### src/core/rcr_defines.svh
`ifndef RCR_DEFINES_SVH
`define RCR_DEFINES_SVH

`define RCR_ADDR_STATUS      12'h000
`define RCR_ADDR_PCON        12'h004
`define RCR_ADDR_CTRL        12'h008
`define RCR_ADDR_PC          12'h00c
`define RCR_ADDR_EVT_STAT    12'h010
`define RCR_ADDR_EVT_EN      12'h014
`define RCR_ADDR_EVT_CLR     12'h018

// Core status field: bit 4 timeout, bit 3 power-down, bits 2:0 arithmetic
`define RCR_ST_TO            4
`define RCR_ST_PD            3
`define RCR_ST_POR_VAL       5'h18

// Power control field positions
`define RCR_PC_STACK_OVERFLOW_FLAG        7
`define RCR_PC_STACK_UNDERFLOW_FLAG        6
`define RCR_PC_WINV          5
`define RCR_PC_WDT           4
`define RCR_PC_PIN           3
`define RCR_PC_INSTR         2
`define RCR_PC_PWRON         1
`define RCR_PC_BROWN         0
`define RCR_PC_IMPL_MASK     8'hff
`define RCR_PC_POR_VAL       8'h1c
`define RCR_PC_WR_MASK       8'hff

`define RCR_CTRL_STACK_ERROR_RESET_ENABLE      0
`define RCR_CTRL_GIE         1

`define RCR_RESET_VECTOR     16'h0000
`define RCR_INT_VECTOR       16'h0004

`define RCR_EVT_W            11

`endif

### src/core/rcr_pkg.sv
package rcr_pkg;
	typedef enum logic [3:0] {
		RCR_EV_NONE   = 4'b0000,
		RCR_EV_POR    = 4'b0001,
		RCR_EV_BOR    = 4'b0010,
		RCR_EV_WDT    = 4'b0011,
		RCR_EV_WDTWK  = 4'b0100,
		RCR_EV_INTWK  = 4'b0101,
		RCR_EV_PIN    = 4'b0110,
		RCR_EV_PINSLP = 4'b0111,
		RCR_EV_INSTR  = 4'b1000,
		RCR_EV_OVF    = 4'b1001,
		RCR_EV_UNF    = 4'b1010,
		RCR_EV_WINV   = 4'b1011
	} rcr_event_t;

	typedef enum logic [1:0] {
		RCR_PC_HOLD  = 2'b00,
		RCR_PC_ZERO  = 2'b01,
		RCR_PC_NEXT  = 2'b10,
		RCR_PC_VECT  = 2'b11
	} rcr_pc_act_t;
endpackage

### src/core/rcr_event_prio.sv
`include "rcr_defines.svh"

// Picks one reset or wake source per cycle and classifies it by sleep state
module rcr_event_prio
	import rcr_pkg::*;
(
	input  wire logic       clk,
	input  wire logic       srst,
	input  wire logic       por_req,
	input  wire logic       bor_req,
	input  wire logic       wdt_req,
	input  wire logic       winv_req,
	input  wire logic       pin_req,
	input  wire logic       instr_req,
	input  wire logic       ovf_req,
	input  wire logic       unf_req,
	input  wire logic       int_req,
	input  wire logic       asleep,
	input  wire logic       stack_error_reset_enable,
	output rcr_event_t      evt
);
	rcr_event_t next_evt;

	// Power faults outrank everything; stack errors only count when enabled
	always_comb begin
		next_evt = RCR_EV_NONE;
		if (por_req)
			next_evt = RCR_EV_POR;
		else if (bor_req)
			next_evt = RCR_EV_BOR;
		else if (pin_req)
			next_evt = asleep ? RCR_EV_PINSLP : RCR_EV_PIN;
		else if (winv_req && !asleep)
			next_evt = RCR_EV_WINV;
		else if (wdt_req)
			next_evt = asleep ? RCR_EV_WDTWK : RCR_EV_WDT;
		else if (asleep && int_req)
			next_evt = RCR_EV_INTWK;
		else if (!asleep && ovf_req && stack_error_reset_enable)
			next_evt = RCR_EV_OVF;
		else if (!asleep && unf_req && stack_error_reset_enable)
			next_evt = RCR_EV_UNF;
		else if (!asleep && instr_req)
			next_evt = RCR_EV_INSTR;
	end

	always_ff @(posedge clk) begin
		if (srst)
			evt <= RCR_EV_NONE;
		else
			evt <= next_evt;
	end
endmodule // rcr_event_prio

### src/core/rcr_top.sv
// Decided for this implementation: the APB interface to the registers and the address map.
`include "rcr_defines.svh"

// Notes on behaviour
// Every reset or wake updates cause flags in status and power control
// Power-on: pc zero, timeout and power-down set, power-control power-on pattern
// Brown-out: stack flags and brown-out cleared, pin/instr/timeout/pd set
// Watchdog reset running: clear watchdog flag and timeout, restart at zero
// Watchdog wake from sleep: clear timeout and power-down, continue at next address
// Interrupt wake: set timeout, clear power-down, next address; vector if enabled
// Pin reset running: clear pin flag only, restart at zero
// Pin reset asleep: clear pin and power-down, set timeout, restart zero
// Reset instruction: clear instruction flag only, restart at zero
// Overflow with stack reset enabled: restart zero, set overflow flag
// Underflow with stack reset enabled: restart zero, set underflow flag
// Window violation: restart zero, clear timeout, window and watchdog flags
// Unimplemented bits of cause registers always read zero
// Power-on never leaves timeout or power-down cleared
// Software rewrites cause flags to inactive values after reading
module rcr_top
	import rcr_pkg::*;
(
	input  wire logic        CLK_SYS,
	input  wire logic        SRST,
	input  wire logic        POR_EVT,
	input  wire logic        BOR_EVT,
	input  wire logic        WDT_EVT,
	input  wire logic        WINV_EVT,
	input  wire logic        PIN_EVT,
	input  wire logic        INSTR_EVT,
	input  wire logic        OVF_EVT,
	input  wire logic        UNF_EVT,
	input  wire logic        INT_EVT,
	input  wire logic        ASLEEP,
	input  wire logic [15:0] PC_CUR,
	input  wire logic        PSEL,
	input  wire logic        PENABLE,
	input  wire logic        PWRITE,
	input  wire logic [11:0] PADDR,
	input  wire logic [31:0] PWDATA,
	input  wire logic [3:0]  PSTRB,
	output logic      [31:0] PRDATA,
	output logic             PREADY,
	output logic             PSLVERR,
	output logic             PC_LOAD,
	output logic      [15:0] PC_VALUE,
	output logic             PUSH_RET,
	output logic             IRQ
);
	logic [4:0]  status;
	logic [7:0]  pcon;
	logic [1:0]  ctrl;
	logic [`RCR_EVT_W-1:0] evt_stat;
	logic [`RCR_EVT_W-1:0] evt_en;
	logic        pc_load;
	logic [15:0] pc_value;
	logic        push_ret;
	logic [31:0] prdata;
	logic        pin_s1;
	logic        pin_s2;
	logic        pin_q;

	logic [4:0]  next_status;
	logic [7:0]  next_pcon;
	logic [1:0]  next_ctrl;
	logic [`RCR_EVT_W-1:0] next_evt_stat;
	logic [`RCR_EVT_W-1:0] next_evt_en;
	logic        next_pc_load;
	logic [15:0] next_pc_value;
	logic        next_push_ret;
	logic [31:0] next_prdata;
	logic        pin_edge;
	rcr_event_t  evt;
	rcr_pc_act_t pc_act;

	wire logic wr_en = PSEL && PENABLE && PWRITE;
	wire logic rd_en = PSEL && !PENABLE && !PWRITE;

	function automatic logic known_addr(input logic [11:0] a);
		known_addr = (a == `RCR_ADDR_STATUS) || (a == `RCR_ADDR_PCON) ||
			(a == `RCR_ADDR_CTRL) || (a == `RCR_ADDR_PC) ||
			(a == `RCR_ADDR_EVT_STAT) || (a == `RCR_ADDR_EVT_EN) ||
			(a == `RCR_ADDR_EVT_CLR);
	endfunction

	// Only the low byte lane carries these narrow registers
	function automatic logic [7:0] lane0(input logic [7:0] old, input logic [31:0] d,
			input logic [3:0] s);
		lane0 = s[0] ? d[7:0] : old;
	endfunction

	// The reset pin is asynchronous, so it is synchronised before the edge detect
	always_ff @(posedge CLK_SYS) begin
		if (SRST) begin
			pin_s1 <= 1'b0;
			pin_s2 <= 1'b0;
			pin_q  <= 1'b0;
		end else begin
			pin_s1 <= PIN_EVT;
			pin_s2 <= pin_s1;
			pin_q  <= pin_s2;
		end
	end
	assign pin_edge = pin_s2 && !pin_q;

	rcr_event_prio u_prio (
		.clk       (CLK_SYS),
		.srst      (SRST),
		.por_req   (POR_EVT),
		.bor_req   (BOR_EVT),
		.wdt_req   (WDT_EVT),
		.winv_req  (WINV_EVT),
		.pin_req   (pin_edge),
		.instr_req (INSTR_EVT),
		.ovf_req   (OVF_EVT),
		.unf_req   (UNF_EVT),
		.int_req   (INT_EVT),
		.asleep    (ASLEEP),
		.stack_error_reset_enable    (ctrl[`RCR_CTRL_STACK_ERROR_RESET_ENABLE]),
		.evt       (evt)
	);

	always_comb begin
		next_status   = status;
		next_pcon     = pcon;
		next_ctrl     = ctrl;
		next_evt_en   = evt_en;
		next_evt_stat = evt_stat;
		pc_act        = RCR_PC_HOLD;

		// Software writes go first so a same-cycle hardware event overrides them
		if (wr_en) begin
			case (PADDR)
				`RCR_ADDR_STATUS: next_status = 5'(lane0({3'h0, status}, PWDATA, PSTRB));
				`RCR_ADDR_PCON:   next_pcon = lane0(pcon, PWDATA, PSTRB)
					& `RCR_PC_WR_MASK;
				`RCR_ADDR_CTRL:   next_ctrl = 2'(lane0({6'h0, ctrl}, PWDATA, PSTRB));
				`RCR_ADDR_EVT_EN: next_evt_en = PSTRB[0] ? PWDATA[`RCR_EVT_W-1:0] : evt_en;
				`RCR_ADDR_EVT_CLR: next_evt_stat = evt_stat
					& ~(PSTRB[0] ? PWDATA[`RCR_EVT_W-1:0] : {`RCR_EVT_W{1'b0}});
				default: ;
			endcase
		end

		case (evt)
			RCR_EV_POR: begin
				next_status = `RCR_ST_POR_VAL;
				next_pcon   = `RCR_PC_POR_VAL;
				pc_act      = RCR_PC_ZERO;
			end
			RCR_EV_BOR: begin
				next_status = `RCR_ST_POR_VAL;
				next_pcon[`RCR_PC_STACK_OVERFLOW_FLAG] = 1'b0;
				next_pcon[`RCR_PC_STACK_UNDERFLOW_FLAG] = 1'b0;
				next_pcon[`RCR_PC_PIN]    = 1'b1;
				next_pcon[`RCR_PC_INSTR]  = 1'b1;
				next_pcon[`RCR_PC_BROWN]  = 1'b0;
				pc_act = RCR_PC_ZERO;
			end
			RCR_EV_WDT: begin
				next_status[`RCR_ST_TO] = 1'b0;
				next_pcon[`RCR_PC_WDT]  = 1'b0;
				pc_act = RCR_PC_ZERO;
			end
			RCR_EV_WDTWK: begin
				next_status[`RCR_ST_TO] = 1'b0;
				next_status[`RCR_ST_PD] = 1'b0;
				pc_act = RCR_PC_NEXT;
			end
			RCR_EV_INTWK: begin
				next_status[`RCR_ST_TO] = 1'b1;
				next_status[`RCR_ST_PD] = 1'b0;
				pc_act = ctrl[`RCR_CTRL_GIE] ? RCR_PC_VECT : RCR_PC_NEXT;
			end
			RCR_EV_PIN: begin
				next_pcon[`RCR_PC_PIN] = 1'b0;
				pc_act = RCR_PC_ZERO;
			end
			RCR_EV_PINSLP: begin
				next_pcon[`RCR_PC_PIN]  = 1'b0;
				next_status[`RCR_ST_TO] = 1'b1;
				next_status[`RCR_ST_PD] = 1'b0;
				pc_act = RCR_PC_ZERO;
			end
			RCR_EV_INSTR: begin
				next_pcon[`RCR_PC_INSTR] = 1'b0;
				pc_act = RCR_PC_ZERO;
			end
			RCR_EV_OVF: begin
				next_pcon[`RCR_PC_STACK_OVERFLOW_FLAG] = 1'b1;
				pc_act = RCR_PC_ZERO;
			end
			RCR_EV_UNF: begin
				next_pcon[`RCR_PC_STACK_UNDERFLOW_FLAG] = 1'b1;
				pc_act = RCR_PC_ZERO;
			end
			RCR_EV_WINV: begin
				next_status[`RCR_ST_TO]  = 1'b0;
				next_pcon[`RCR_PC_WINV] = 1'b0;
				next_pcon[`RCR_PC_WDT]  = 1'b0;
				pc_act = RCR_PC_ZERO;
			end
			default: ;
		endcase

		// Status bit index equals event code minus one; set beats clear
		if (evt != RCR_EV_NONE)
			next_evt_stat[4'(evt - 4'd1)] = 1'b1;
	end

	always_comb begin
		next_push_ret = 1'b0;
		next_pc_load  = 1'b0;
		next_pc_value = pc_value;
		case (pc_act)
			RCR_PC_ZERO: begin
				next_pc_load  = 1'b1;
				next_pc_value = `RCR_RESET_VECTOR;
			end
			RCR_PC_NEXT: begin
				next_pc_load  = 1'b1;
				next_pc_value = PC_CUR + 16'h0001;
			end
			RCR_PC_VECT: begin
				// Return address is pushed by the core from PC_CUR + 1
				next_pc_load  = 1'b1;
				next_push_ret = 1'b1;
				next_pc_value = `RCR_INT_VECTOR;
			end
			default: ;
		endcase
	end

	always_comb begin
		next_prdata = prdata;
		if (rd_en) begin
			case (PADDR)
				`RCR_ADDR_STATUS:   next_prdata = {27'h0, status};
				`RCR_ADDR_PCON:     next_prdata = {24'h0, pcon & `RCR_PC_IMPL_MASK};
				`RCR_ADDR_CTRL:     next_prdata = {30'h0, ctrl};
				`RCR_ADDR_PC:       next_prdata = {16'h0, pc_value};
				`RCR_ADDR_EVT_STAT: next_prdata = {21'h0, evt_stat};
				`RCR_ADDR_EVT_EN:   next_prdata = {21'h0, evt_en};
				default:            next_prdata = 32'h0;
			endcase
		end
	end

	// Power-on values also apply under SRST so timeout and power-down never start cleared
	always_ff @(posedge CLK_SYS) begin
		if (SRST) begin
			status   <= `RCR_ST_POR_VAL;
			pcon     <= `RCR_PC_POR_VAL;
			ctrl     <= 2'h0;
			evt_stat <= '0;
			evt_en   <= '0;
			pc_load  <= 1'b0;
			pc_value <= `RCR_RESET_VECTOR;
			push_ret <= 1'b0;
			prdata   <= 32'h0;
		end else begin
			status   <= next_status;
			pcon     <= next_pcon;
			ctrl     <= next_ctrl;
			evt_stat <= next_evt_stat;
			evt_en   <= next_evt_en;
			pc_load  <= next_pc_load;
			pc_value <= next_pc_value;
			push_ret <= next_push_ret;
			prdata   <= next_prdata;
		end
	end

	assign PRDATA   = prdata;
	assign PREADY   = 1'b1;
	assign PSLVERR  = PSEL && PENABLE && (!known_addr(PADDR) ||
		(!PWRITE && PADDR == `RCR_ADDR_EVT_CLR));
	assign PC_LOAD  = pc_load;
	assign PC_VALUE = pc_value;
	assign PUSH_RET = push_ret;
	assign IRQ      = |(evt_stat & evt_en);
endmodule // rcr_top

### config.mk
export PLATFORM = sky130hd
export DESIGN_NAME = rcr_top
export DESIGN_NICKNAME = d
export VERILOG_FILES = /design/src/core/rcr_pkg.sv /design/src/core/rcr_event_prio.sv /design/src/core/rcr_top.sv
export VERILOG_INCLUDE_DIRS = /design/src /design/src/core
export SDC_FILE = /design/constraint.sdc
export NUM_CORES = 1
export LEC_CHECK = 0
export BUFFER_PORTS_ARGS = -buffer_cell sky130_fd_sc_hd__buf_4
export CORE_MARGIN = 5
export CORE_UTILIZATION = 40
export DETAILED_ROUTE_END_ITERATION = 10
export GPL_ROUTABILITY_DRIVEN = 0
export HOLD_SLACK_MARGIN = 0.06
export PLACE_DENSITY = 0.66
export SYNTH_ARGS = -nofsm -noshare
export SYNTH_HDL_FRONTEND = slang
export SYNTH_HIERARCHICAL = 1
export SYNTH_SLANG_ARGS = --single-unit
### constraint.sdc
create_clock -name CLK_SYS -period 4.9 [get_ports CLK_SYS]
set_clock_uncertainty 0.15 [all_clocks]
set_input_delay 0.98 -clock CLK_SYS [delete_from_list [all_inputs] [get_ports CLK_SYS]]
set_output_delay 0.98 -clock CLK_SYS [all_outputs]
set_load 0.01 [all_outputs]
==> impl_results.md <==
* Multi-input logic area at ~2200 sq um
* #FFs+latches synth at 78
* Worst-margin pin slew at roughly 0.82 ns
* CP Launch Type: input pin
* RSZ-0062 raised after global routing: false
* Most common cell after layout, fill and taps aside: buf_4
* Antenna diodes at 0
* Worst Hold Class: flop to flop
* DRC Markers at 0
* Vias in the first global route at between 3000 and 4000
* Total GRT Usage at between 10% and 20%
* CTS clk-pin slew, worst paths at roughly 0.08 ns
* WL met1 at 5370 microns
* Cell variety after synth at between 60 and 70
* Reg-to-Reg End: PC_VALUE[15]
* Port-buffer cells at 90
* Worst-skew pair later-pin latency at between 0.3 and 0.4 ns
* Min-delay src: pin_s1
* Core area at 9820 sq um
* Initial antenna violation count at 0
* H-Tree Depth at 3
* Die Wd at 110 microns
* Final setup fails at 0
* Starting Density at roughly 41%
* Met3 routed WL at roughly 840 microns
* Drt pass-1 iters at 4
* Max Fclk at 0.298 GHz
* Avg Cell Area, Syn at 8.27 sq um
* Post-CTS Setup Repair Bufs at 0
* Fillers at between 900 and 1000
* Post-route worst setup slack at roughly 1.5 ns
* Pleak at 1.90 nW
* Reg2Reg Launch Point: u_prio/evt[2]
* Outcome: finished, final reports clean
* Clk sink count at between 70 and 80
* Pwr dens at between 200 and 300 nW/um^2
* Max layer used: met4
* # IOs at 132
* Hold Path Cell Cnt at 1
* Antenna-violating nets left at 0
* Die Footprint at 12200 sq um
* Die height at between 100 and 150 microns
* Crit end category: output pin
* Grt ovf at 0
* CP Class: input pin to output pin
* R2R Setup Slk at between 2 and 3 ns
* Tot Pwr at ~1.3 mW
* Final hold violations at 0
* TritonCTS buffer count at 9
* Setup WS pre-CTS at around 1.6 ns
* CTS tree: done
* Post-synth EDFFs at 0
* Area Growth Syn to Fin at 21.0%
* Vias/cell at 5.71
* First-pass GRT wire length at about 20000 microns
* # rows at 36
* Most frequent cells in the layout: buf_4, dfxtp_1, nand2_1
* DR WL met2 at a little under 6000 microns
* Top FF cell, synth: dfxtp_1
* Worst EP arrival at 2.22 ns
* DP Wirelength at 9110 microns
* Share of cells above drive strength 1 at between 20% and 30%
* Max_cap viols at 0
* Slew Limit Headroom at 44.9%
* Reg area at ~1600 sq um
* Largest net degree at the start of global routing at between 50 and 60
* Ys async rst share at 0%
* Final worst-path cycle share at between 60 and 70%
* Worst Path Max Fanout at 16
* Fin. max-slew vios at 0
* Hold buffer count at cts at 0
* Drt wl/cell at 17.6 microns
* Initial drt markers at 282
* Clock tree buffer depth at 2
* Synth Instances at 488
* Worst hold slack at a little over 0.3 ns
* Maximum VDD drop at around 0.12 mV
* Post_cts resized at 0
* Total number of vias at ~4000
* Setup Total Neg Slack at 0 ns
* Sequential share of the synthesized area at around two fifths
* Endpoint of the worst hold path: pin_s2
* Period minus WS final at 3.35 ns
* Layout Nets at ~640
* Netlist Area Pre-Place at ~4000 sq um
* Yosys warns at 6
* Worst r2r path cells at 4
* Worst EP required at approximately 3.8 ns
* Root Buffer: clkbuf_8
* Post-Route WL at between 10000 and 15000 microns
==> how the worst max path moves through the flow <==
stage                     slack, ns     start  cells after the start  endpoint
after floorplan                1.74  PADDR[4]                      5   PSLVERR
after global placement         1.55  PADDR[3]                      5   PSLVERR
after detailed placement       1.56  PADDR[3]                      5   PSLVERR
after CTS                      1.56  PADDR[3]                      5   PSLVERR
after global routing           1.40  PADDR[3]                      5   PSLVERR
final                          1.55  PADDR[3]                      5   PSLVERR
==> power by group <==
part / leakage (nW) / switching (mW) / total, mW / internal (mW)
combinational: 1.17 / 0.0964 / 0.161 / 0.0647
clock: 0.0976 / 0.234 / 0.484 / 0.250
sequential: 0.631 / 0.0121 / 0.655 / 0.643
total: 1.90 / 0.342 / 1.30 / 0.958
==> sequential cells by signal, indices dropped and copies added, names as in the netlist <==
signal,flops
PUSH_RET,1
evt_stat,11
pin_q,1
status,5
pin_s2,1
PC_VALUE,16
evt_en,11
pin_s1,1
u_prio/evt,4
PC_LOAD,1
ctrl,2
PRDATA,16
pcon,8
==> synthesized netlist by cell type, types with 5 or more instances <==
cell	n	area share (%)
a21oi_1	42	5.2
a22o_1	12	2.6
a22oi_1	9	1.7
a32oi_1	5	1.1
buf_2	8	0.99
buf_4	19	3.5
clkbuf_1	15	1.4
dfxtp_1	78	39
inv_1	12	1.1
mux2i_1	14	3.5
nand2_1	48	4.5
nand3_1	31	3.8
nand4_1	13	2.0
nor2_1	28	2.6
nor2b_1	10	1.6
nor3_1	10	1.2
nor4_1	6	0.93
o211ai_1	9	1.7
o21ai_0	41	5.1
o2bb2ai_1	5	1.1
xnor2_1	5	1.1
xor2_1	8	1.7
==> critical path: stages <==
cell	delay [ns]
buf_4	0.18
and2_1	0.48
o21ai_0	0.17
a41oi_1	0.25
buf_4	0.16
==> cell type report <==
class	count	area share, %
repair buffers	90	13.8
clock buffers	13	3.05
inverters	12	0.922
well taps	133	3.41
clock inverters	3	0.897
multi-input cells	370	45.9
flip-flops and latches	78	32.0
==> stage by stage <==
stage,instances,util [%],instance area (sq um)
after floorplan,503,-,4090
after global placement,683,47.8,4690
after detailed placement,683,47.8,4690
after CTS,699,49.7,4880
after global routing,699,49.7,4880
final,699,49.7,4880
==> cells by family after synthesis <==
kind of cell    Yosys count  synth area share, %
flops                    78                 38.7
buf+inv                  55                 7.13
fa+ha+maj                 1                0.310
simple gates            172                 22.1
other cells               2                0.186
mux                      16                 4.59
xor+xnor                 13                 2.82
compound gates          151                 24.2
==> routing by layer <==
| metal | vias up | global-route usage, % |
|---|---|---|
| met3 | 14 | 3.67 |
| li1 | 1917 | - |
| met4 | 0 | 5.25 |
| met5 | - | 0 |
| met2 | 170 | 31.9 |
| met1 | 1888 | 26.3 |
(Power assumes the default switching activity.)
